===== src/pmpi_pkg.sv =====
// Shared constants and types for the monitor pin interface
package pmpi_pkg;
    localparam int DATA_W        = 64;
    localparam int ADDR_W        = 8;
    localparam int CPU_W         = 8;
    localparam int EVT_W         = 16;
    localparam int NET_W         = 8;
    localparam int WAIT_W        = 4;
    localparam int CNT_W         = 32;
    localparam int RST_MIN_CLKS  = 5;
    localparam int NET_DIV       = 4;
    localparam int NET_DIV_W     = 2;
    localparam int PKT_LEN       = 4;
    localparam int PKT_W         = 2;
    localparam logic [WAIT_W-1:0] WAIT_SHORT = 4'h0;
    localparam logic [WAIT_W-1:0] WAIT_LONG  = 4'h2;
    localparam logic [3:0] ADDR_CNT_BASE_HI = 4'h4;
    localparam logic [3:0] ADDR_SAMPLE_HI   = 4'h6;
    localparam logic [3:0] ADDR_PKT_HI      = 4'h7;

    typedef enum logic [3:0]
    {
        PMPI_IDLE = 4'h1,
        PMPI_WAIT = 4'h2,
        PMPI_ACK  = 4'h4,
        PMPI_DONE = 4'h8
    } pmpi_bus_e;

    function automatic logic odd_parity(input logic [NET_W-1:0] d);
        odd_parity = ~(^d);
    endfunction
endpackage

===== src/pmpi_if.sv =====
// Pin-level interface between monitor device and its host side
`timescale 1ns/1ns
interface pmpi_if;
    import pmpi_pkg::*;
    logic              rd_strobe_n;
    logic              wr_strobe_n;
    logic              txn_qualifier_n;
    logic              read_extend_n;
    logic              cycle_done_n;
    logic              cycle_done_oe;
    logic [ADDR_W-1:0] host_addr_bus;
    logic [DATA_W-1:0] host_data_out_h;
    logic              host_data_oe_h;
    logic [DATA_W-1:0] host_data_out_d;
    logic              host_data_oe_d;
    logic [CPU_W-1:0]  cpu_ident_lines;
    logic              async_rst_n;
    logic              diag_mode_n;
    logic              outputs_off_n;
    logic              wait_cycles_cfg;
    logic [EVT_W-1:0]  event_inputs;
    logic              timestamp_clk;
    logic [NET_W-1:0]  net_out_bus;
    logic              net_parity;
    logic              packet_last;
    logic              net_data_avail_n;
    logic              fifo_side_clock;
    logic              net_oe;
    logic              fifo_can_accept;
    wire  [DATA_W-1:0] host_data_bus = host_data_oe_d ? host_data_out_d :
                                       host_data_oe_h ? host_data_out_h : '0;

    modport device
    (
        input  rd_strobe_n, wr_strobe_n, txn_qualifier_n, read_extend_n, host_addr_bus,
        input  host_data_out_h, host_data_oe_h, cpu_ident_lines, async_rst_n, diag_mode_n,
        input  outputs_off_n, wait_cycles_cfg, event_inputs, timestamp_clk, fifo_can_accept, host_data_bus,
        output cycle_done_n, cycle_done_oe, host_data_out_d, host_data_oe_d, net_out_bus,
        output net_parity, packet_last, net_data_avail_n, fifo_side_clock, net_oe
    );
    modport host
    (
        output rd_strobe_n, wr_strobe_n, txn_qualifier_n, read_extend_n, host_addr_bus,
        output host_data_out_h, host_data_oe_h, cpu_ident_lines, async_rst_n, diag_mode_n,
        output outputs_off_n, wait_cycles_cfg, event_inputs, timestamp_clk, fifo_can_accept,
        input  cycle_done_n, cycle_done_oe, host_data_out_d, host_data_oe_d, net_out_bus,
        input  net_parity, packet_last, net_data_avail_n, fifo_side_clock, net_oe, host_data_bus
    );
endinterface


===== src/pmpi_device.sv =====
// Monitor device end: processor port, event counters, network output
// Functional notes
// - Acknowledge low marks end of cycle
// - Host asserts at most one identity line
// - Hold keeps read data and acknowledge
// - Qualifier combines with strobe to start
// - Read strobe low starts read cycle
// - Write strobe low starts write cycle
// - Async reset held five clocks minimum
// - Test mode freezes counters, allows writes
// - Wait states latched only during reset
// - Event inputs counted on rising edge
// - Timestamp clock at most third node
// - Everything synchronised to node clock; address, data and identity lines are used without synchronisers
// - Data-available low when word present
// - Fifo ready high only when accepting
// - Device generates network clock output
// - Odd parity beside each byte
// - End-of-message marks final packet word
// - Output-disable releases all output pins
// - Names ending _n are active low
// - Eight data, parity, end-of-message bits
`timescale 1ns/1ns
module pmpi_device
    import pmpi_pkg::*;
(
    input  wire logic            clk,
    input  wire logic            rst,
    pmpi_if.device               pins,
    output logic [CNT_W-1:0]     timestamp,
    output logic [CPU_W-1:0]     last_writer
);
    // ----------------------------------------
    // Input synchronisers
    // ----------------------------------------
    localparam int SW = 8;
    logic [SW-1:0]    s1_reg;
    logic [SW-1:0]    s2_reg;
    logic [EVT_W-1:0] e1_reg;
    logic [EVT_W-1:0] e2_reg;
    logic [EVT_W-1:0] e3_reg;
    logic             r1_reg;
    logic             r2_reg;
    logic             ts_old_reg;
    logic             rd_n;
    logic             q_n;
    logic             hold_n;
    logic             test_n;
    logic             off_n;
    logic             ws_in;
    logic             rdy;
    logic             ts_s;
    logic             in_reset;
    always_ff @(posedge clk or posedge rst)
    begin
        if (rst)
        begin
            s1_reg     <= '0;
            s2_reg     <= '0;
            e1_reg     <= '0;
            e2_reg     <= '0;
            e3_reg     <= '0;
            r1_reg     <= 1'b0;
            r2_reg     <= 1'b0;
            ts_old_reg <= 1'b0;
        end
        else
        begin
            s1_reg     <= {pins.timestamp_clk, pins.fifo_can_accept, pins.wait_cycles_cfg,
                           pins.outputs_off_n, pins.diag_mode_n, pins.read_extend_n,
                           pins.txn_qualifier_n | (pins.rd_strobe_n & pins.wr_strobe_n),
                           pins.rd_strobe_n};
            s2_reg     <= s1_reg;
            e1_reg     <= pins.event_inputs;
            e2_reg     <= e1_reg;
            e3_reg     <= e2_reg;
            r1_reg     <= pins.async_rst_n;
            r2_reg     <= r1_reg;
            ts_old_reg <= s2_reg[7];
        end
    end
    assign rd_n     = s2_reg[0];
    assign q_n      = s2_reg[1];
    assign hold_n   = s2_reg[2];
    assign test_n   = s2_reg[3];
    assign off_n    = s2_reg[4];
    assign ws_in    = s2_reg[5];
    assign rdy      = s2_reg[6];
    assign ts_s     = s2_reg[7];
    assign in_reset = ~r2_reg;

    // ----------------------------------------
    // Processor cycle machine
    // ----------------------------------------
    pmpi_bus_e             st_reg, st_next;
    logic [WAIT_W-1:0]     ws_reg, ws_next;
    logic [WAIT_W-1:0]     wc_reg, wc_next;
    logic                  is_rd_reg, is_rd_next;
    logic [DATA_W-1:0]     rdata_reg, rdata_next;
    logic [CPU_W-1:0]      writer_reg, writer_next;
    logic [CNT_W-1:0]      ts_reg, ts_next;
    logic [CNT_W-1:0]      cnt_reg [EVT_W];
    logic [CNT_W-1:0]      cnt_next [EVT_W];
    logic [3:0]            idx;
    assign idx = pins.host_addr_bus[3:0];
    always_comb
    begin
        st_next     = st_reg;
        ws_next     = ws_reg;
        wc_next     = wc_reg;
        is_rd_next  = is_rd_reg;
        rdata_next  = rdata_reg;
        writer_next = writer_reg;
        ts_next     = ts_reg + CNT_W'(ts_s & ~ts_old_reg);
        cnt_next    = cnt_reg;
        for (int i = 0; i < EVT_W; i++)
            if (test_n && e2_reg[i] && !e3_reg[i])
                cnt_next[i] = cnt_reg[i] + 32'h1;
        if (in_reset)
        begin
            ws_next = ws_in ? WAIT_LONG : WAIT_SHORT;
            st_next = PMPI_IDLE;
            for (int i = 0; i < EVT_W; i++)
                cnt_next[i] = '0;
        end
        else
        begin
            unique case (st_reg)
                PMPI_IDLE:
                    if (!q_n)
                    begin
                        is_rd_next = ~rd_n;
                        wc_next    = ws_reg;
                        st_next    = PMPI_WAIT;
                    end
                PMPI_WAIT:
                    if (wc_reg == WAIT_SHORT)
                    begin
                        if (is_rd_reg)
                            rdata_next = (pins.host_addr_bus[7:4] == ADDR_CNT_BASE_HI)
                                       ? DATA_W'(cnt_reg[idx]) : DATA_W'(ts_reg);
                        else
                        begin
                            writer_next = pins.cpu_ident_lines;
                            if (!test_n && pins.host_addr_bus[7:4] == ADDR_CNT_BASE_HI)
                                cnt_next[idx] = pins.host_data_bus[CNT_W-1:0];
                        end
                        st_next = PMPI_ACK;
                    end
                    else
                        wc_next = wc_reg - 4'h1;
                PMPI_ACK:
                    if (!(is_rd_reg && !hold_n))
                        st_next = PMPI_DONE;
                PMPI_DONE:
                    if (q_n)
                        st_next = PMPI_IDLE;
            endcase
        end
    end
    always_ff @(posedge clk or posedge rst)
    begin
        if (rst)
        begin
            st_reg     <= PMPI_IDLE;
            ws_reg     <= WAIT_SHORT;
            wc_reg     <= WAIT_SHORT;
            is_rd_reg  <= 1'b0;
            rdata_reg  <= '0;
            writer_reg <= '0;
            ts_reg     <= '0;
            for (int i = 0; i < EVT_W; i++)
                cnt_reg[i] <= '0;
        end
        else
        begin
            st_reg     <= st_next;
            ws_reg     <= ws_next;
            wc_reg     <= wc_next;
            is_rd_reg  <= is_rd_next;
            rdata_reg  <= rdata_next;
            writer_reg <= writer_next;
            ts_reg     <= ts_next;
            cnt_reg    <= cnt_next;
        end
    end
    assign pins.cycle_done_n    = ~(st_reg == PMPI_ACK);
    assign pins.cycle_done_oe   = off_n;
    assign pins.host_data_out_d = rdata_reg;
    assign pins.host_data_oe_d  = off_n && is_rd_reg && st_reg == PMPI_ACK;
    assign timestamp            = ts_reg;
    assign last_writer          = writer_reg;

    // ----------------------------------------
    // Network output port
    // ----------------------------------------
    logic [NET_DIV_W-1:0] dv_reg, dv_next;
    logic                 nclk_reg, nclk_next;
    logic [NET_W-1:0]     nd_reg, nd_next;
    logic                 np_reg, np_next;
    logic                 nl_reg, nl_next;
    logic                 nv_reg, nv_next;
    logic [PKT_W-1:0]     pk_reg, pk_next;
    logic                 fall;
    assign fall = (dv_reg == NET_DIV_W'(NET_DIV - 1));
    always_comb
    begin
        dv_next   = dv_reg + 2'h1;
        nclk_next = (dv_reg == NET_DIV_W'(NET_DIV/2 - 1)) ? 1'b1 : (fall ? 1'b0 : nclk_reg);
        nd_next   = nd_reg;
        np_next   = np_reg;
        nl_next   = nl_reg;
        nv_next   = nv_reg;
        pk_next   = pk_reg;
        if (fall && (rdy || !nv_reg))
        begin
            nv_next = 1'b1;
            nd_next = ts_reg[NET_W-1:0] ^ NET_W'(pk_reg);
            np_next = odd_parity(ts_reg[NET_W-1:0] ^ NET_W'(pk_reg));
            nl_next = (pk_reg == PKT_W'(PKT_LEN - 1));
            pk_next = pk_reg + 2'h1;
        end
    end
    always_ff @(posedge clk or posedge rst)
    begin
        if (rst)
        begin
            dv_reg   <= '0;
            nclk_reg <= 1'b0;
            nd_reg   <= '0;
            np_reg   <= 1'b1;
            nl_reg   <= 1'b0;
            nv_reg   <= 1'b0;
            pk_reg   <= '0;
        end
        else
        begin
            dv_reg   <= dv_next;
            nclk_reg <= nclk_next;
            nd_reg   <= nd_next;
            np_reg   <= np_next;
            nl_reg   <= nl_next;
            nv_reg   <= nv_next;
            pk_reg   <= pk_next;
        end
    end
    assign pins.net_out_bus      = nd_reg;
    assign pins.net_parity       = np_reg;
    assign pins.packet_last      = nl_reg;
    assign pins.net_data_avail_n = ~nv_reg;
    assign pins.fifo_side_clock  = nclk_reg;
    assign pins.net_oe           = off_n;
endmodule // pmpi_device


===== src/flat_wrapper.sv =====
// flat-port wrapper written by rule: the top's interface ports become plain ports
module pmpi_device_flat import pmpi_pkg::*;
  (clk, rst, timestamp, last_writer, pins_rd_strobe_n, pins_wr_strobe_n, pins_txn_qualifier_n, pins_read_extend_n, pins_host_addr_bus, pins_host_data_out_h, pins_host_data_oe_h, pins_cpu_ident_lines, pins_async_rst_n, pins_diag_mode_n, pins_outputs_off_n, pins_wait_cycles_cfg, pins_event_inputs, pins_timestamp_clk, pins_fifo_can_accept, pins_cycle_done_n, pins_cycle_done_oe, pins_host_data_out_d, pins_host_data_oe_d, pins_net_out_bus, pins_net_parity, pins_packet_last, pins_net_data_avail_n, pins_fifo_side_clock, pins_net_oe);
  pmpi_if pins_i ();
  input  wire logic clk;
  input  wire logic rst;
  output logic [CNT_W-1:0] timestamp;
  output logic [CPU_W-1:0] last_writer;
  input wire logic [$bits(pins_i.rd_strobe_n)-1:0] pins_rd_strobe_n;
  input wire logic [$bits(pins_i.wr_strobe_n)-1:0] pins_wr_strobe_n;
  input wire logic [$bits(pins_i.txn_qualifier_n)-1:0] pins_txn_qualifier_n;
  input wire logic [$bits(pins_i.read_extend_n)-1:0] pins_read_extend_n;
  input wire logic [$bits(pins_i.host_addr_bus)-1:0] pins_host_addr_bus;
  input wire logic [$bits(pins_i.host_data_out_h)-1:0] pins_host_data_out_h;
  input wire logic [$bits(pins_i.host_data_oe_h)-1:0] pins_host_data_oe_h;
  input wire logic [$bits(pins_i.cpu_ident_lines)-1:0] pins_cpu_ident_lines;
  input wire logic [$bits(pins_i.async_rst_n)-1:0] pins_async_rst_n;
  input wire logic [$bits(pins_i.diag_mode_n)-1:0] pins_diag_mode_n;
  input wire logic [$bits(pins_i.outputs_off_n)-1:0] pins_outputs_off_n;
  input wire logic [$bits(pins_i.wait_cycles_cfg)-1:0] pins_wait_cycles_cfg;
  input wire logic [$bits(pins_i.event_inputs)-1:0] pins_event_inputs;
  input wire logic [$bits(pins_i.timestamp_clk)-1:0] pins_timestamp_clk;
  input wire logic [$bits(pins_i.fifo_can_accept)-1:0] pins_fifo_can_accept;
  output wire logic [$bits(pins_i.cycle_done_n)-1:0] pins_cycle_done_n;
  output wire logic [$bits(pins_i.cycle_done_oe)-1:0] pins_cycle_done_oe;
  output wire logic [$bits(pins_i.host_data_out_d)-1:0] pins_host_data_out_d;
  output wire logic [$bits(pins_i.host_data_oe_d)-1:0] pins_host_data_oe_d;
  output wire logic [$bits(pins_i.net_out_bus)-1:0] pins_net_out_bus;
  output wire logic [$bits(pins_i.net_parity)-1:0] pins_net_parity;
  output wire logic [$bits(pins_i.packet_last)-1:0] pins_packet_last;
  output wire logic [$bits(pins_i.net_data_avail_n)-1:0] pins_net_data_avail_n;
  output wire logic [$bits(pins_i.fifo_side_clock)-1:0] pins_fifo_side_clock;
  output wire logic [$bits(pins_i.net_oe)-1:0] pins_net_oe;
  assign pins_i.rd_strobe_n = pins_rd_strobe_n;
  assign pins_i.wr_strobe_n = pins_wr_strobe_n;
  assign pins_i.txn_qualifier_n = pins_txn_qualifier_n;
  assign pins_i.read_extend_n = pins_read_extend_n;
  assign pins_i.host_addr_bus = pins_host_addr_bus;
  assign pins_i.host_data_out_h = pins_host_data_out_h;
  assign pins_i.host_data_oe_h = pins_host_data_oe_h;
  assign pins_i.cpu_ident_lines = pins_cpu_ident_lines;
  assign pins_i.async_rst_n = pins_async_rst_n;
  assign pins_i.diag_mode_n = pins_diag_mode_n;
  assign pins_i.outputs_off_n = pins_outputs_off_n;
  assign pins_i.wait_cycles_cfg = pins_wait_cycles_cfg;
  assign pins_i.event_inputs = pins_event_inputs;
  assign pins_i.timestamp_clk = pins_timestamp_clk;
  assign pins_i.fifo_can_accept = pins_fifo_can_accept;
  assign pins_cycle_done_n = pins_i.cycle_done_n;
  assign pins_cycle_done_oe = pins_i.cycle_done_oe;
  assign pins_host_data_out_d = pins_i.host_data_out_d;
  assign pins_host_data_oe_d = pins_i.host_data_oe_d;
  assign pins_net_out_bus = pins_i.net_out_bus;
  assign pins_net_parity = pins_i.net_parity;
  assign pins_packet_last = pins_i.packet_last;
  assign pins_net_data_avail_n = pins_i.net_data_avail_n;
  assign pins_fifo_side_clock = pins_i.fifo_side_clock;
  assign pins_net_oe = pins_i.net_oe;
  pmpi_device u_core (.clk(clk), .rst(rst), .pins(pins_i), .timestamp(timestamp), .last_writer(last_writer));
endmodule

===== config.mk =====
export PLATFORM = sky130hd
export DESIGN_NAME = pmpi_device_flat
export DESIGN_NICKNAME = d
export VERILOG_FILES = /design/src/pmpi_pkg.sv /design/src/pmpi_if.sv /design/src/pmpi_device.sv /design/src/flat_wrapper.sv
export SDC_FILE = /design/constraint.sdc
export NUM_CORES = 2
export LEC_CHECK = 0
export ABC_AREA = 1
export BUFFER_PORTS_ARGS = -buffer_cell sky130_fd_sc_hd__buf_2
export CORE_UTILIZATION = 49
export CTS_BUF_LIST = sky130_fd_sc_hd__clkbuf_2
export DETAILED_ROUTE_END_ITERATION = 16
export PLACE_DENSITY = 0.64
export REMOVE_ABC_BUFFERS = 1
export SLEW_MARGIN = 10
export SYNTH_ARGS = -nofsm -noshare
export SYNTH_HDL_FRONTEND = slang
export SYNTH_SLANG_ARGS = --single-unit

===== constraint.sdc =====
create_clock -name clk -period 54.2 [get_ports clk]
set_input_delay 10.84 -clock clk [delete_from_list [all_inputs] [get_ports clk]]
set_output_delay 10.84 -clock clk [all_outputs]
set_load 0.02 [all_outputs]

# Word level (Yosys, flattened, before mapping)
# Index checks and enable logic that the tools add are counted.
# word_totals
reg_bits	680
in_bits	109
output_inout_bits	120
word_cells	195
# classes
n_addsub	20
n_lt_le_gt_ge	2
n_eq_ne	14
n_mux	42
bitwise	12
n_reduce_logical	67
# ops
cell	n
512-bit two-way mux	5
32-bit two-way mux	22
32-bit by 1-bit adder with 32-bit output, second input constant	16
512-bit bitwise mux	1
32-bit binary-select mux with 4-bit select	1
32-bit demux with 4-bit select	1
1-bit logical AND	38
32-bit adder	1
1-bit by 32-bit bitwise AND with 32-bit output	1
1-bit inverter with 32-bit output	1
4-bit two-way mux	7
1-bit zero test	19
4-bit one-hot mux with 4 select lines	1
4-bit AND reduction	4
3-bit inequality test, second input constant	3
4-bit by 3-bit == test with 1-bit output, second input constant	2
4-bit one-hot mux with 2 select lines	1
8-bit XOR reduction	1
8-bit by 2-bit bitwise XOR with 8-bit output	1
1-bit inverter	6
5-bit >= comparator, second input constant	1
5-bit by 1-bit < comparator with 1-bit output, second input constant	1
4-bit inverter with 5-bit output	1
2-bit by 1-bit adder with 2-bit output, second input constant	2
other kinds (16)	20

# Logic depth before layout (Yosys ltp)
# depth
depth_word	11
ltp_mapped	13
depth_no_buf	12

# Worst setup path before layout
# OpenSTA, ideal clock, no wires.
# synth_path
kind	input-to-reg
startpoint	in pins_host_addr_bus[5]
endpoint	reg u_core.cnt_reg[195] (netlist name)
setup_ps	137
arrival_time_ps	12136
setup_slack_ps	41927
stages	9
n_path_buf	1
cell_sequence	nor2_1 -> nand3_2 -> inv_2 -> nand3_2 -> nor2_4 -> inv_2 -> clkbuf_1 -> o21ai_0 -> a21oi_1
# synth_lines
item	line	text
start: declaration	flat_wrapper.sv:13	input wire logic [$bits(pins_i.host_addr_bus)-1:0] pins_host_addr_bus;
end signal: assignment	pmpi_device.sv:184	cnt_reg <= cnt_next;
end: declaration	pmpi_device.sv:102	logic [CNT_W-1:0] cnt_reg [EVT_W];

# Worst setup path after layout
# layout_path
startpoint	reg u_core.st_reg[1]
endpoint	out pins_host_data_oe_d
# layout_between
elab_chain_len	2
# layout_rtl
item	line	text
start: declaration	pmpi_device.sv:95	pmpi_bus_e st_reg, st_next;
start signal: assignment	pmpi_device.sv:177	st_reg <= st_next;
4-bit by 3-bit == test with 1-bit output	pmpi_device.sv:190	assign pins.host_data_oe_d = off_n && is_rd_reg && st_reg == PMPI_ACK;
1-bit logical AND	pmpi_device.sv:190	
end: declaration	flat_wrapper.sv:27	output wire logic [$bits(pins_i.host_data_oe_d)-1:0] pins_host_data_oe_d;
# No other way between the ends.

==> metrics.md <==
| Metric | Value |
|---|---|
| DRC violation total after the first TritonRoute iteration | `approximately 6700` |
| Final RePlAce weighted congestion | `between 1 and 1.5` |
| Nets | `between 7000 and 8000` |
| Share of flip-flops with an asynchronous set or reset after synthesis | `100%` |
| Post-detailed-placement cell area | `around 0.048 sq mm` |
| IO Count | `~230` |
| Max reg flops | `about 510` |
| Tot GR Track Use | `41.5%` |
| Flip-flop and latch count after synthesis | `about 680` |
| CTS Buf Count | `approximately 190` |
| Part of the cycle the worst path needs | `between 20% and 30%` |
| Start of the worst register-to-register path | `u_core.s2_reg[3]` |
| Final clock skew | `slightly above 0.07 ns` |
| Area leader, netlist | `sky130_fd_sc_hd__dfrtp_1` |
| Max clock buf depth | `3` |
| Total gr overflow | `0` |
| CP arrival | `between 2 and 3 ns` |
| Sequential element share of the synthesized area | `a little under two fifths` |
| Distinct cell type count after synthesis | `50` |
| Ratio of routed vias to standard cells | `between 5 and 6` |
| Aggregate routed wire length | `200 mm` |
| Synth warn | `0` |
| Slew at the pin with the worst max-slew slack | `roughly 1.3 ns` |
| Worst reg2reg setup slack | `between 50 and 60 ns` |
| Global-route wire length before repair | `291 mm` |
| Share of the core filled with cells | `roughly 53%` |
| Number of antenna violations at the first check in global routing | `19` |
| Critical Path Start Type | `flop` |
| Final critical-path setup slack | `40.37 ns` |
| Share of the synthesized area in the top cell type | `36.7%` |
| Crit Path Category | `flop to primary output` |
| CTS resizes | `0` |
| Fraction of final layout cells with drive strength greater than 1 | `9.22%` |
| Top_reg_cell synth | `sky130_fd_sc_hd__dfrtp_1` |
| Max-slew headroom at the worst pin | `approximately 16%` |
| Vias after detailed routing | `50068` |
| Die Span X | `roughly 300 um` |
| Pin count of the biggest net entering global routing | `161` |
| Final setup vio count | `0` |
| Time the final worst path needs with I/O delays and setup | `between 10 and 15 ns` |
| Bufs and invs on worst path | `2` |
| Required time of the critical path | `43.36 ns` |
| RSZ-0062 raised after global routing | `no` |
| Capture instance of the worst register-to-register path | `u_core.cnt_reg[299]` |
| Worst setup slack after placement | `39.78 ns` |
| Root buffer selected by CTS | `sky130_fd_sc_hd__clkbuf_2` |
| Hold_buf cts | `0` |
| Fin. Hold Viols | `0` |
| Cell family with most CP delay | `buffers and inverters` |
| Series of cell instances along the critical path | `nor2_2 -> nand3_2 -> nor2_4 -> buf_4 -> buf_2` |
| Chip height | `309 um` |
| Type of the worst min-delay path | `flop to flop` |
| CP max-delay cell | `sky130_fd_sc_hd__dfrtp_1` |
| Vias in the first global route | `44992` |
| Cells on Worst Hold Path | `0` |
| Cell area after technology mapping | `between 0.04 and 0.05 sq mm` |
| Final max-slew violation count | `0` |
| Summed negative setup slack over all endpoints | `0 ns` |
| Row count | `roughly 110` |
| Max Clock Freq | `72.3 MHz` |
| Cell depth of the worst flop-to-flop path | `8` |
| Clock Sinks | `approximately 680` |
| Critical path fanouts, max | `25` |
| Critical hold path startpoint | `u_core.e1_reg[10]` |
| Initial standard-cell utilization of the core | `between 40% and 50%` |
| PwrDens | `between 20 and 25 mW/mm^2` |
| Number of instances in the synthesized netlist | `about 7000` |
| Worst supply voltage drop on vdd | `22.1 uV` |
| Final HPWL from detailed placement | `roughly 140 mm` |
| Result of the run | `finished with violations` |
| Count of flip-flops with a built-in enable after synthesis | `0` |
| DRC Markers | `4` |
| Synthesized area per cell | `6.55 sq um` |
| Clk Latency, worst-skew pair | `1.58 ns` |
| Count of buffers added by post-CTS timing repair for setup | `0` |
| Total Die Area | `approximately 0.095 sq mm` |
| DRT antenna net count | `0` |
| Leakage power | `around 0.024 uW` |
| Type of destination of the critical path | `primary output` |
| Post-layout instance area | `between 0.04 and 0.05 sq mm` |
| Layout overhead on the synthesized area | `7.93%` |
| Max-capacitance violation count | `0` |
| Violated checks | `DRC` |
| Largest cells by area after synthesis | `sky130_fd_sc_hd__dfrtp_1, sky130_fd_sc_hd__nand2_1, sky130_fd_sc_hd__inv_1` |
| Average wire per cell in the routed design | `~23 um` |
| Area of the core | `0.0932 sq mm` |
| TritonCTS clock tree | `done` |
| CTS clock-pin slew for the worst setup and hold paths | `about 0.10 ns` |
| Worst stage delay on the critical path | `0.42 ns` |
| First-pass DRT Iterations | `12` |
| Hold-critical path endpoint | `u_core.e2_reg[10]` |
| Number of H-tree levels | `4` |
| Number of buffers added on ports | `roughly 160` |
worst max path at each step:
| stage | start | to | slack (ns) | depth (start not counted) |
|---|---|---|---|---|
| CTS | u_core.st_reg[1] | pins_host_data_oe_d | 40.25 | 5 |
| detailed placement | pins_host_addr_bus[5] | u_core.cnt_reg[32] | 39.78 | 9 |
| floorplan | rst | u_core.cnt_reg[0] | 24.39 | 1 |
| global placement | pins_host_addr_bus[0] | u_core.cnt_reg[488] | 39.78 | 12 |
| finish | u_core.st_reg[1] | pins_host_data_oe_d | 40.37 | 5 |
| global route | u_core.st_reg[1] | pins_host_data_oe_d | 40.20 | 5 |
stage by stage:
step	cells	power (uW)	hold WS [ns]
final	8616	1170	0.328
after global routing	8613	1210	0.325
after CTS	8606	1170	0.301
after detailed placement	8261	763	0.335
after global placement	8261	760	0.334
after floorplan	6764	673	0.331
where the power goes:
part	total [uW]	switching, uW	internal, uW
clock network	407	244	162
registers	570	38.6	532
logic	189	139	49.9
layout make-up:
class | count | area, sq um
Clock inverter | 65 | 379
Multi-Input combinational cell | 5180 | 24500
Inverter | 907 | 3420
Antenna cell | 10 | 25.0
Timing Repair Buffer | 243 | 1460
Clock buffer | 280 | 1400
Fill cell | 9716 | 43500
Tap cell | 1254 | 1570
Sequential cell | 677 | 16900
worst reg2reg max path: cells and delay by family, from the launching register on:
kind                   cells  cell delay [ns]
AO/OA/AOI/OAI              1             0.13
buffers and inverters      4             1.08
flip-flops                 1             0.75
AND/OR/NAND/NOR            3             2.13
per-layer routing:
metal	vias to the layer above	track usage [%]	share of wire [%]	wire length (um)
met4	6	21.1	5.1	10200
met1	23513	57.9	41	82300
met2	2970	61.1	42	84000
li1	23126	-	-	-
met5	-	0	0.020	39
met3	453	8.04	12	23400
cell usage in the layout, fill, tap and decap left out, drive strengths merged, types with 2 or more instances in the layout:
| master | instances |
|---|---|
| nor4 | 7 |
| clkinv | 55 |
| nand3 | 615 |
| o22ai | 7 |
| and3 | 6 |
| conb | 32 |
| clkbuf | 280 |
| mux2 | 8 |
| nor3 | 134 |
| nand2 | 1964 |
| xnor2 | 65 |
| buf | 243 |
| a21oi | 621 |
| and2 | 6 |
| nand3b | 50 |
| bufinv | 5 |
| inv | 912 |
| o21a | 17 |
| nor2 | 749 |
| diode | 10 |
| nand4 | 189 |
| a211oi | 4 |
| o31ai | 5 |
| o21bai | 2 |
| a22oi | 56 |
| nor2b | 2 |
| xor2 | 110 |
| or2 | 7 |
| dfstp | 2 |
| a21o | 2 |
| dfrtp | 675 |
| ha | 25 |
| o21ai | 493 |
cells in the mapped netlist, types with 24 or more instances:
library cell	n
sky130_fd_sc_hd__xor2_1	110
sky130_fd_sc_hd__buf_4	43
sky130_fd_sc_hd__inv_1	884
sky130_fd_sc_hd__xnor2_1	65
sky130_fd_sc_hd__nor2_2	26
sky130_fd_sc_hd__nor3_1	120
sky130_fd_sc_hd__dfrtp_1	675
sky130_fd_sc_hd__ha_1	25
sky130_fd_sc_hd__buf_1	24
sky130_fd_sc_hd__a22oi_1	56
sky130_fd_sc_hd__nand3_1	609
sky130_fd_sc_hd__a21oi_1	621
sky130_fd_sc_hd__buf_2	98
sky130_fd_sc_hd__o21ai_0	431
sky130_fd_sc_hd__clkbuf_1	127
sky130_fd_sc_hd__nand3b_1	50
sky130_fd_sc_hd__nand4_1	188
sky130_fd_sc_hd__o21ai_1	41
sky130_fd_sc_hd__nor2_1	712
sky130_fd_sc_hd__nand2_1	1959
logic make-up after synthesis:
logic type / synth area share [%]
compound gates: 13.8
xor+xnor: 3.33
flops: 36.8
fa+ha+maj: 0.679
mux: 0.196
simple gates: 34.7
other cells: 0.00815
buf+inv: 10.5
Power figures use the tool's default switching activity.
